<file path="src/include/oss_pkg.sv">
// constants for the oscillator source select block
// assumes one system clock; oscillator edges arrive as enable pulses
package oss_pkg;
    // ****************************************************************
    // group codes
    // ****************************************************************
    localparam logic [2:0] OSS_GRP_PLL = 3'h7;
    localparam logic [2:0] OSS_GRP_EXT = 3'h3;
    localparam logic [2:0] OSS_GRP_WATCH = 3'h0;
    localparam logic [2:0] OSS_GRP_FRC = 3'h1;
    localparam logic [2:0] OSS_GRP_LOW_POWER_RC = 3'h2;
    // ****************************************************************
    // primary codes
    // ****************************************************************
    localparam logic [4:0] OSS_PR_LFXT = 5'h00;
    localparam logic [4:0] OSS_PR_HSXT = 5'h02;
    localparam logic [4:0] OSS_PR_MIDXT = 5'h04;
    localparam logic [4:0] OSS_PR_EXT_RC_IO = 5'h08;
    localparam logic [4:0] OSS_PR_ERC = 5'h09;
    localparam logic [4:0] OSS_PR_EC = 5'h0B;
    localparam logic [4:0] OSS_PR_EXT_CLOCK_IO = 5'h0C;
    localparam logic [4:0] OSS_PR_FRC4 = 5'h01;
    localparam logic [4:0] OSS_PR_FRC8 = 5'h0A;
    localparam logic [4:0] OSS_PR_FRC16 = 5'h03;
    // ****************************************************************
    // start-up timer and field positions
    // ****************************************************************
    localparam int OSS_OST_W = 10;
    localparam int OSS_OST_CYCLES = 1024;
    localparam int OSS_CUR_LSB = 12;
    localparam int OSS_CUR_MSB = 14;
    localparam logic [15:0] OSS_STAT_RESET = 16'h0000;
    // ****************************************************************
    // decoded mode enumerations
    // ****************************************************************
    typedef enum logic [1:0] {
        OSS_MUL_NONE = 2'h0,
        OSS_MUL_X4 = 2'h1,
        OSS_MUL_X8 = 2'h2,
        OSS_MUL_X16 = 2'h3
    } oss_mul_e;
    typedef enum logic [1:0] {
        OSS_PIN_XTAL = 2'h0,
        OSS_PIN_CLOCK_OUTPUT = 2'h1,
        OSS_PIN_GPIO = 2'h2
    } oss_pin_e;
    typedef enum logic [3:0] {
        OSS_ST_RESET = 4'h1,
        OSS_ST_WAIT = 4'h2,
        OSS_ST_LOCK = 4'h4,
        OSS_ST_RUN = 4'h8
    } oss_state_e;
endpackage : oss_pkg

</file>
<file path="src/logic/oss_source_select.sv">
// oscillator source select: decodes fuses, gates the system clock
// assumes fuse inputs are stable while resetn_i is low and after
// Function
// - pick source from group and primary fields
// - 1024-cycle start timer withholds oscillator clock
// - start timer only for crystal modes
// - group field picks one of five groups
// - decode external primary modes
// - decode PLL primary modes and multipliers
// - second pin role follows primary mode
// - first pin never general I/O
// - watch crystal runs while enable set
// - watch crystal clocks system on 000 while enable set
// - PLL gain four, eight or sixteen
// - lock indication mirrored in status bit
// - tune field offsets fast RC
// - low-power RC on at power-on
// - low-power RC kept alive by monitor/watchdog/select
// - current group readable at bits 14:12
// - current and new group loaded on the first clock after reset release
`timescale 1ns/100ps
`default_nettype none
module oss_source_select
    import oss_pkg::*;
(
    input wire logic clk_sys_i,
    input wire logic resetn_i,
    input wire logic [2:0] group_select_i,
    input wire logic [4:0] primary_select_i,
    input wire logic wake_i,
    input wire logic osc_tick_i,
    input wire logic pll_locked_i,
    input wire logic power_up_timer_expired_i,
    input wire logic fail_safe_en_i,
    input wire logic watchdog_en_i,
    input wire logic [1:0] addr_i,
    input wire logic [15:0] wdata_i,
    input wire logic wr_i,
    input wire logic rd_i,
    output logic [15:0] rdata_o,
    output logic [2:0] current_group_o,
    output logic [2:0] new_group_o,
    output logic [1:0] pll_mul_o,
    output logic pll_src_frc_o,
    output logic [1:0] pre_div_o,
    output logic ost_used_o,
    output logic clk_release_o,
    output logic [1:0] osc_out_role_o,
    output logic osc_in_is_gpio_o,
    output logic watch_osc_en_o,
    output logic watch_is_sysclk_o,
    output logic frc_en_o,
    output logic [3:0] frc_tune_o,
    output logic low_power_rc_en_o,
    output logic lock_o
);
    // ****************************************************************
    // register offsets (word index)
    // ****************************************************************
    localparam logic [1:0] REG_CTRL = 2'h0;
    localparam logic [1:0] REG_TUNE = 2'h1;
    localparam int LPOSC_BIT = 1;
    localparam int LOCK_BIT = 5;

    // ****************************************************************
    // decode functions
    // ****************************************************************
    // multiplier from a PLL-group primary code
    function automatic oss_mul_e mul_of(input logic [4:0] pr);
        oss_mul_e m;
        m = OSS_MUL_NONE;
        if (pr == OSS_PR_FRC4) begin
            m = OSS_MUL_X4;
        end else if (pr == OSS_PR_FRC8) begin
            m = OSS_MUL_X8;
        end else if (pr == OSS_PR_FRC16) begin
            m = OSS_MUL_X16;
        end else if (pr[1:0] != 2'h0 &&
                     pr[4:2] inside {3'h1, 3'h3, 3'h4, 3'h5}) begin
            m = oss_mul_e'(pr[1:0]);
        end
        return m;
    endfunction : mul_of

    // role of the second pin from the primary code
    function automatic oss_pin_e pin_of(input logic [4:0] pr);
        oss_pin_e p;
        p = OSS_PIN_XTAL;
        if (pr == OSS_PR_EC || pr == OSS_PR_ERC) begin
            p = OSS_PIN_CLOCK_OUTPUT;
        end else if (pr == OSS_PR_EXT_CLOCK_IO || pr == OSS_PR_EXT_RC_IO ||
                     pr[4:2] == 3'h3 || pr == OSS_PR_FRC4 ||
                     pr == OSS_PR_FRC8 || pr == OSS_PR_FRC16) begin
            p = OSS_PIN_GPIO;
        end
        return p;
    endfunction : pin_of

    // crystal modes need the start-up timer
    function automatic logic xtal_of(input logic [2:0] g,
                                     input logic [4:0] pr);
        logic x;
        x = 1'b0;
        if (g == OSS_GRP_WATCH) begin
            x = 1'b1;
        end else if (g == OSS_GRP_EXT) begin
            x = pr == OSS_PR_LFXT || pr == OSS_PR_HSXT ||
                pr == OSS_PR_MIDXT;
        end else if (g == OSS_GRP_PLL) begin
            x = pr[4] || pr[4:2] == 3'h1;
        end
        return x;
    endfunction : xtal_of

    // ****************************************************************
    // fuse capture
    // ****************************************************************
    logic [2:0] cur_q;
    logic [2:0] new_q;
    logic [4:0] pr_q;
    logic cap_q;
    logic lposc_q;
    logic [3:0] tune_q;
    logic low_power_rc_q;
    logic lock_q;
    logic ost_start;
    logic ost_done;
    oss_state_e st_q;

    // fuses caught on the first clock after release; held until reset
    always_ff @(posedge clk_sys_i or negedge resetn_i) begin
        if (!resetn_i) begin
            cap_q <= 1'b0;
            cur_q <= 3'h0;
            pr_q <= 5'h00;
        end else if (!cap_q) begin
            cap_q <= 1'b1;
            cur_q <= group_select_i;
            pr_q <= primary_select_i;
        end
    end

    // new group loads with current; software may write it afterwards
    always_ff @(posedge clk_sys_i or negedge resetn_i) begin
        if (!resetn_i) begin
            new_q <= 3'h0;
        end else if (!cap_q) begin
            new_q <= group_select_i;
        end else if (wr_i && addr_i == REG_CTRL) begin
            new_q <= wdata_i[10:8];
        end
    end

    // software control bits
    always_ff @(posedge clk_sys_i or negedge resetn_i) begin
        if (!resetn_i) begin
            lposc_q <= 1'b0;
            tune_q <= 4'h0;
        end else if (wr_i && addr_i == REG_CTRL) begin
            lposc_q <= wdata_i[LPOSC_BIT];
        end else if (wr_i && addr_i == REG_TUNE) begin
            tune_q <= wdata_i[3:0];
        end
    end

    // ****************************************************************
    // start-up sequence
    // ****************************************************************
    // a crystal restarts on reset release and on wake from sleep
    assign ost_start = (st_q == OSS_ST_RESET && cap_q) ||
                       (st_q == OSS_ST_RUN && wake_i &&
                        xtal_of(cur_q, pr_q));

    oss_startup_timer #(
        .CYCLES(OSS_OST_CYCLES)
    ) u_ost (
        .clk_sys_i(clk_sys_i),
        .resetn_i(resetn_i),
        .start_i(ost_start),
        .osc_tick_i(osc_tick_i),
        .done_o(ost_done)
    );

    // state: reset -> wait start timer -> wait lock -> run
    always_ff @(posedge clk_sys_i or negedge resetn_i) begin
        if (!resetn_i) begin
            st_q <= OSS_ST_RESET;
        end else begin
            unique case (st_q)
                OSS_ST_RESET: begin
                    if (cap_q) begin
                        st_q <= xtal_of(cur_q, pr_q) ? OSS_ST_WAIT
                                                     : OSS_ST_LOCK;
                    end
                end
                OSS_ST_WAIT: begin
                    if (ost_done) begin
                        st_q <= OSS_ST_LOCK;
                    end
                end
                OSS_ST_LOCK: begin
                    if (cur_q != OSS_GRP_PLL || pll_locked_i) begin
                        st_q <= OSS_ST_RUN;
                    end
                end
                OSS_ST_RUN: begin
                    if (ost_start) begin
                        st_q <= OSS_ST_WAIT;
                    end
                end
                default: st_q <= OSS_ST_RESET;
            endcase
        end
    end

    // ****************************************************************
    // lock and low-power RC
    // ****************************************************************
    // lock follows the loop both ways
    always_ff @(posedge clk_sys_i or negedge resetn_i) begin
        if (!resetn_i) begin
            lock_q <= 1'b0;
        end else begin
            lock_q <= pll_locked_i && cur_q == OSS_GRP_PLL;
        end
    end

    // on from reset since it clocks the power-up timer; the keep-alive
    // test waits for the fuse capture so a stale group cannot drop it
    always_ff @(posedge clk_sys_i or negedge resetn_i) begin
        if (!resetn_i) begin
            low_power_rc_q <= 1'b1;
        end else if (power_up_timer_expired_i && cap_q) begin
            low_power_rc_q <= fail_safe_en_i || watchdog_en_i ||
                      cur_q == OSS_GRP_LOW_POWER_RC;
        end
    end

    // ****************************************************************
    // decoded outputs
    // ****************************************************************
    assign current_group_o = cur_q;
    assign new_group_o = new_q;
    // multiplier only meaningful in the PLL group
    assign pll_mul_o = (cur_q == OSS_GRP_PLL) ? mul_of(pr_q)
                                              : OSS_MUL_NONE;
    assign pll_src_frc_o = cur_q == OSS_GRP_PLL &&
                           (pr_q == OSS_PR_FRC4 || pr_q == OSS_PR_FRC8 ||
                            pr_q == OSS_PR_FRC16);
    // 2 for the /2 crystal range, 3 for /3, else 1
    assign pre_div_o = (cur_q != OSS_GRP_PLL || !pr_q[4]) ? 2'h1 :
                       (pr_q[2] ? 2'h3 : 2'h2);
    assign ost_used_o = xtal_of(cur_q, pr_q);
    assign clk_release_o = st_q == OSS_ST_RUN;
    // pin role ignores the group on purpose
    assign osc_out_role_o = pin_of(pr_q);
    assign osc_in_is_gpio_o = 1'b0;
    assign watch_osc_en_o = lposc_q;
    assign watch_is_sysclk_o = cur_q == OSS_GRP_WATCH && lposc_q;
    assign frc_en_o = cur_q == OSS_GRP_FRC || pll_src_frc_o;
    assign frc_tune_o = tune_q;
    assign low_power_rc_en_o = low_power_rc_q;
    assign lock_o = lock_q;

    // ****************************************************************
    // register read port
    // ****************************************************************
    // data stands one cycle after the read strobe, zero otherwise
    always_ff @(posedge clk_sys_i or negedge resetn_i) begin
        if (!resetn_i) begin
            rdata_o <= OSS_STAT_RESET;
        end else if (rd_i && addr_i == REG_CTRL) begin
            rdata_o <= {1'b0, cur_q, 1'b0, new_q, 2'h0, lock_q,
                        3'h0, lposc_q, 1'b0};
        end else if (rd_i && addr_i == REG_TUNE) begin
            rdata_o <= {12'h000, tune_q};
        end else begin
            rdata_o <= 16'h0000;
        end
    end
endmodule : oss_source_select
`default_nettype wire

</file>
<file path="src/logic/oss_startup_timer.sv">
// oscillator start-up timer: counts oscillator edges before release
// assumes osc_tick_i is a one-cycle pulse per oscillator cycle
`timescale 1ns/100ps
`default_nettype none
module oss_startup_timer
    import oss_pkg::*;
#(
    parameter int CYCLES = OSS_OST_CYCLES
) (
    input wire logic clk_sys_i,
    input wire logic resetn_i,
    input wire logic start_i,
    input wire logic osc_tick_i,
    output logic done_o
);
    logic [OSS_OST_W-1:0] cnt_q;
    logic run_q;
    // 10-bit counter wraps after the last tick; done marks the wrap
    always_ff @(posedge clk_sys_i or negedge resetn_i) begin
        if (!resetn_i) begin
            cnt_q <= '0;
            run_q <= 1'b0;
            done_o <= 1'b0;
        end else if (start_i) begin
            cnt_q <= '0;
            run_q <= 1'b1;
            done_o <= 1'b0;
        end else if (run_q && osc_tick_i) begin
            cnt_q <= cnt_q + 1'b1;
            if (cnt_q == OSS_OST_W'(CYCLES - 1)) begin
                run_q <= 1'b0;
                done_o <= 1'b1;
            end
        end
    end
endmodule : oss_startup_timer
`default_nettype wire

</file>
<file path="config.mk">
export PLATFORM = sky130hd
export DESIGN_NAME = oss_source_select
export DESIGN_NICKNAME = d
export VERILOG_FILES = /design/src/include/oss_pkg.sv /design/src/logic/oss_source_select.sv /design/src/logic/oss_startup_timer.sv
export SDC_FILE = /design/constraint.sdc
export NUM_CORES = 1
export LEC_CHECK = 0
export BUFFER_PORTS_ARGS = -buffer_cell sky130_fd_sc_hd__buf_2
export CAP_MARGIN = 0
export CORE_MARGIN = 5
export CORE_UTILIZATION = 45
export DETAILED_ROUTE_END_ITERATION = 8
export PLACE_DENSITY_LB_ADDON = 0.12
export RECOVER_POWER = 50
export SETUP_SLACK_MARGIN = 0.15
export SLEW_MARGIN = 10
export SYNTH_ARGS = -nofsm -noshare
export SYNTH_HDL_FRONTEND = slang
export SYNTH_SLANG_ARGS = --single-unit
</file>
<file path="constraint.sdc">
create_clock -name clk_sys_i -period 2.4 [get_ports clk_sys_i]
set_clock_uncertainty 0.1 [all_clocks]
set_input_delay 0.48 -clock clk_sys_i [delete_from_list [all_inputs] [get_ports clk_sys_i]]
set_output_delay 0.48 -clock clk_sys_i [all_outputs]
set_load 0.02 [all_outputs]
</file>
* Yosys cells after proc, flatten, opt, wreduce, memory -nomap -nowiden *
Cells that the tools add are included.

operators by class
  add/subtract/negate cells = 1
  equality and inequality tests = 29
  multiplexer cells = 32
  bitwise operators = 1
  reduce and logical (&&, ||, !) cells = 41

operators with widths
  cell                                                                      count
  5-bit by 4-bit equality test with 1-bit output (second input constant)    5
  10-bit two-way mux                                                        2
  4-bit two-way mux                                                         5
  1-bit logical OR                                                          17
  2-bit two-way mux                                                         8
  4-bit one-hot mux with 4 select lines                                     1
  15-bit two-way mux                                                        1
  1-bit logical AND                                                         13
  1-bit two-way mux                                                         12
  10-bit by 1-bit adder with 10-bit output (second input constant)          1
  10-bit equality test (second input constant)                              1
  5-bit by 2-bit equality test with 1-bit output (second input constant)    2
  3-bit by 2-bit equality test with 1-bit output (second input constant)    3
  3-bit equality test (second input constant)                               3
  3-bit two-way mux                                                         3
  3-bit by 1-bit equality test with 1-bit output (second input constant)    2
  2-bit by 1-bit inequality test with 1-bit output (second input constant)  3
  2-bit nonzero test                                                        3
  5-bit by 1-bit equality test with 1-bit output (second input constant)    1
  5-bit by 3-bit equality test with 1-bit output (second input constant)    1
  5-bit zero test                                                           1
  4-bit by 1-bit equality test with 1-bit output (second input constant)    1
  4-bit by 2-bit equality test with 1-bit output (second input constant)    1
  4-bit by 3-bit equality test with 1-bit output (second input constant)    1
  other kinds (11)                                                          13

storage, ports and cells
  bits in registers = 51
  logic and storage cells = 117

* Longest topological paths before layout *
  depth after elaboration = 10
  depth in mapped cells = 7
  depth with buffers taken out = 5

* By module *
From an unflattened synthesis, not the netlist that was laid out.

second synthesis, totals
  cell total of the unflattened synthesis = 218
  area total of the unflattened synthesis = 2,277.2 um^2

modules (own cells, without submodules)
  module             instances  cells each  area each (um^2)  seq. area each (um^2)
  oss_source_select  1          159         1,679.1           853.3
  oss_startup_timer  1          59          598.1             300.3

* Worst setup path after synthesis *
OpenSTA, ideal clock, no wires.

  kind = reg2reg
  start = register st_q[1]
  end = register u_ost.cnt_q[0]
  setup time = 0.121 ns
  arrival time = 1.692 ns
  slack = 0.487 ns
  stages on the path, launching flop included = 7
  path buffers = 2
  clock period less this slack = 1.913 ns
  path through = dfrtp_1 > buf_6 > nor4b_2 > and2_1 > a21bo_1 > buf_2 > nor2_1

between the ends
  word-level cells in the longest chain between the ends = 5
  elaborated cells between the ends (all ways) = 8
  those cells by class = eq/ne: 2; mux: 1; reduce/logical: 5

ends and longest elaborated chain
  element                                                          RTL line                  source
  start, declared                                                  oss_source_select.sv:128  oss_state_e st_q;
  start signal, assigned                                           oss_source_select.sv:192  st_q <= xtal_of(cur_q, pr_q) ? OSS_ST_WAIT
  4-bit equality test (*)                                          --
  named net clk_release_o                                          oss_source_select.sv:47   output logic clk_release_o,
  1-bit logical AND (*) (2 in a row)                               oss_source_select.sv:171  (st_q == OSS_ST_RUN && wake_i &&
  1-bit logical OR (*)                                             oss_source_select.sv:170  assign ost_start = (st_q == OSS_ST_RESET && cap_q) ||
  10-bit two-way mux / 2-bit nonzero test (equally long branches)  --
  end signal, assigned                                             oss_startup_timer.sv:29   cnt_q <= cnt_q + 1'b1;
  end, declared                                                    oss_startup_timer.sv:16   logic [OSS_OST_W-1:0] cnt_q;

The timed path passes the listed nets; every way through them passes the cells marked *.
A chain may end at the register's enable or synchronous reset.

* Final worst setup path *
  start = register pr_q[2]
  end = output ost_used_o

between the ends
  word-level cells in the longest chain between the ends = 5
  elaborated cells between the ends (all ways) = 10
  those cells by class = eq/ne: 3; mux: 3; reduce/logical: 4

ends and longest elaborated chain
  element                                                                       RTL line                                            source
  start, declared                                                               oss_source_select.sv:120                            logic [4:0] pr_q;
  start signal, assigned                                                        oss_source_select.sv:139                            pr_q <= primary_select_i;
  3-bit by 1-bit equality test with 1-bit output, or another cell as far along  oss_source_select.sv:110                            x = pr[4] || pr[4:2] == 3'h1;
  1-bit logical OR, on equally long branches                                    oss_source_select.sv:110, oss_source_select.sv:107
  1-bit two-way mux / 1-bit logical OR (equally long branches)                  oss_source_select.sv:109, oss_source_select.sv:107
  1-bit two-way mux (*)                                                         oss_source_select.sv:106                            end else if (g == OSS_GRP_EXT) begin
  1-bit two-way mux (*)                                                         oss_source_select.sv:104                            if (g == OSS_GRP_WATCH) begin
  end, declared                                                                 oss_source_select.sv:46                             output logic ost_used_o,

Every way passes the cells marked *; elsewhere a longest branch is shown, timed or not.

==> out/metrics.csv <==
stage,metric,value,unit
logic_synthesis,synth_warnings,0,
die,initial_utilization,46.6,%
die,rows,25,
timing,finalSetupViolCount,0,
global_route,grt_usage,15.2,%
worst_setup_path,cp_num_buf_inv,1,
timing,timing.final.ws_setup,0.255,ns
logic_synthesis,avgSynthCellArea,10.8,um2
die,die_x,80.2,um
logic_synthesis,seq_area_frac_synth,52.1,%
routing,wl_per_cell,13.3,um
clocking,cts-root-buf,clkbuf_8,
cells_and_area,fin_util,56.6,%
job,maxCapViolations,0,
die,dieArea,6420,um2
cells_and_area,drive_gt1_share,32.6,%
timing,hold_viol_final,0,
routing,finalWirelength,4510,um
clocking,tritoncts,built,
hold_path,hold_path.class,in -> reg,
power_and_ir_drop,ir_drop,353,uV
routing,drt_iter0_markers,53,
worst_setup_path,end_kind,primary output,
power_and_ir_drop,p_per_area,779,nW/um2
logic_synthesis,synth_area,2210,um2
logic_synthesis,ys_seq_elements,46,
timing,rsz0062_at_grt,no,
cells_and_area,final_cells,340,
logic_synthesis,synth.distinct_cells,44,
worst_setup_path,cp_cell_sequence,a211oi_2 -> nor2_1 -> o31ai_4 -> buf_2,
logic_synthesis,synth_edf_count,0,
worst_setup_path,critPathLaunchType,flop,
timing,max_freq,0.466,GHz
routing,dr.pass1.iters,4,
routing,vias_per_cell,4.81,
die,fp.coreArea,4750,um2
cells_and_area,regArea,1150,um2
timing,relSlewSlack,47.6,%
global_route,grt_pass1_wl,7540,um
worst_setup_path,arrival,1.57,ns
global_route,antenna_found_initial,0,
place,dp_cells,330,
logic_synthesis,synthCells,205,
power_and_ir_drop,total_power,2.10,mW
routing,num_vias,1634,
logic_synthesis,synth_compound_area_share,8.53,%
global_route,grt_max_degree,18,
logic_synthesis,synthAdderAreaFrac,0.565,%
global_route,first_global_vias,1585,
cells_and_area,antenna_cells,0,
worst_setup_path,worst_path_largest_cell_delay,0.45,ns
worst_setup_path,worstSetupPathType,reg -> out,
logic_synthesis,synth_top_family_by_area,simple AND/OR/NAND/NOR gates,
worst_setup_path,cp_slowest_cell,dfrtp_1,
cells_and_area,fill_cells,454,
place,dp_slack,0.471,ns
timing,report.final.slew_viol_count,0,
run_status,status,"complete, no violations",
worst_setup_path,cp_top_family,compound AO/OA/AOI/OAI gates,
cells_and_area,nNetsFinal,309,
place,post-dp-hpwl,3420,um
timing,fin_crit_sh,89.4,%
routing,drc,0,
logic_synthesis,yosys.area_share.xor_xnor,4.35,%
cells_and_area,multi_input_area,987,um2
power_and_ir_drop,p_leak,1.33,nW
clocking,clock_sinks,46,
place,io_buffer_count,61,
timing,worst_slew_pin_slew,0.786,ns
place,routabilityCongestion,0.810,
timing,fin_tns_setup,0,ns
clocking,htreeDepth,2,
routing,ant_nets,0,
logic_synthesis,synthTopCellsByArea,"dfrtp_1 50%, mux2_2 6.1%, nor2_1 4.6%",
global_route,overflow,0,
logic_synthesis,synth_ff_type,dfrtp_1,
clocking,cts-buffers-inserted,5,
die,ioPinCount,77,
timing,min_period,2.15,ns
logic_synthesis,synthMuxAreaShare,8.81,%
die,die_h,80.2,um
worst_setup_path,cp_max_fo,6,
clocking,clkTransAtPathRegs,0.09,ns
logic_synthesis,async_flop_share,100,%
worst_setup_path,worstPathRequired,1.82,ns
logic_synthesis,synth_top_area_share,49.7,%
clocking,clockBufferDepth,2,
cells_and_area,syn_to_final_growth,21.6,%
clocking,clk_latency,0.30,ns
logic_synthesis,yosysTopAreaCell,dfrtp_1,
logic_synthesis,synth-simple-area-share,20.9,%
[worst paths after layout]
path / startpoint / endpoint / slack, ns / cells after the start
worst max-delay path: pr_q[2] / ost_used_o / 0.25 / 4
worst min-delay path: power_up_timer_expired_i / low_power_rc_en_o / 0.25 / 2
worst max register to register: pr_q[2] / u_ost.cnt_q[2] / 0.47 / 6
worst min register to register: u_ost.run_q / u_ost.run_q / 0.39 / 1
max in group asynchronous: resetn_i / low_power_rc_en_o / 0.59 / 3
min in group asynchronous: resetn_i / u_ost.cnt_q[5] / 0.67 / 2
[cells by family (layout without fill, tap and decap cells)]
| logic type | Yosys count | count (layout) |
|---|---|---|
| buf+inv | 17 | 80 |
| compound gates | 27 | 27 |
| xor+xnor | 11 | 11 |
| other cells | 2 | 7 |
| flops | 46 | 46 |
| mux | 18 | 18 |
| fa+ha+maj | 1 | 1 |
| simple gates | 83 | 83 |
[cell usage after synthesis (2+ instances only)]
library cell / number
a211oi_1: 2
a21oi_1: 8
a31oi_1: 3
and2_1: 12
and3_1: 9
buf_2: 3
buf_4: 6
conb_1: 2
dfrtp_1: 44
dfstp_2: 2
inv_1: 6
mux2_2: 12
mux2i_1: 6
nand2_1: 10
nand2b_1: 4
nand3_1: 4
nand3b_1: 2
nand4_1: 2
nor2_1: 27
nor2b_1: 4
nor3b_1: 2
o21ai_0: 4
xnor2_1: 9
xor2_1: 2
[metrics by stage]
stage	instance area, um2	hold WS [ns]
global route	2690	0.241
global placement	2570	0.300
finish	2690	0.253
CTS	2700	0.246
detailed placement	2570	0.307
floorplan	2230	0.0844
[timing repair]
item,4_1_cts,5_1_grt
setup buffers,1,0
setup endpoints to repair,1,1
hold endpoints to repair,13,0
pin swaps,1,0
gates resized for setup,0,1
hold buffers,1,0
[layer usage]
metal | vias up | GRT usage [%] | wire length, um
met4 | 0 | 4.73 | 72
li1 | 826 | - | -
met5 | - | 0 | 0
met1 | 759 | 20.6 | 2110
met3 | 8 | 3.92 | 237
met2 | 41 | 23.6 | 2090
[cell usage in the layout (no fill, tap or decap), types with 5 or more instances in the layout]
master     n
nor2_1    27
clkbuf_8   5
nand2_1   10
and2_1     6
inv_1      6
dfrtp_1   44
mux2i_1    6
and2_0     6
and3_1     9
a21oi_1    8
mux2_2    12
xnor2_1    9
buf_2     58
conb_1     7
[cell type report]
class                   count  share of cell area, %
flip-flops and latches     46                   42.8
multi-input cells         147                   36.7
repair buffers             66                   12.4
well taps                  67                   3.11
clock buffers               5                   2.56
clock inverters             3                   1.63
inverters                   6                  0.836
[power by group]
group | switching (mW) | internal [mW]
sequential | 0.119 | 0.877
clock | 0.264 | 0.312
combinational | 0.292 | 0.232
total | 0.675 | 1.42
[flip-flops by register name (all words and copies together) (netlist names)]
register / flops
cap_q: 1
current_group_o: 3
frc_tune_o: 4
lock_o: 1
low_power_rc_en_o: 1
new_group_o: 3
pr_q: 5
rdata_o: 11
st_q: 4
u_ost.cnt_q: 10
u_ost.done_o: 1
u_ost.run_q: 1
watch_osc_en_o: 1
Power figures use the tool's default switching activity.
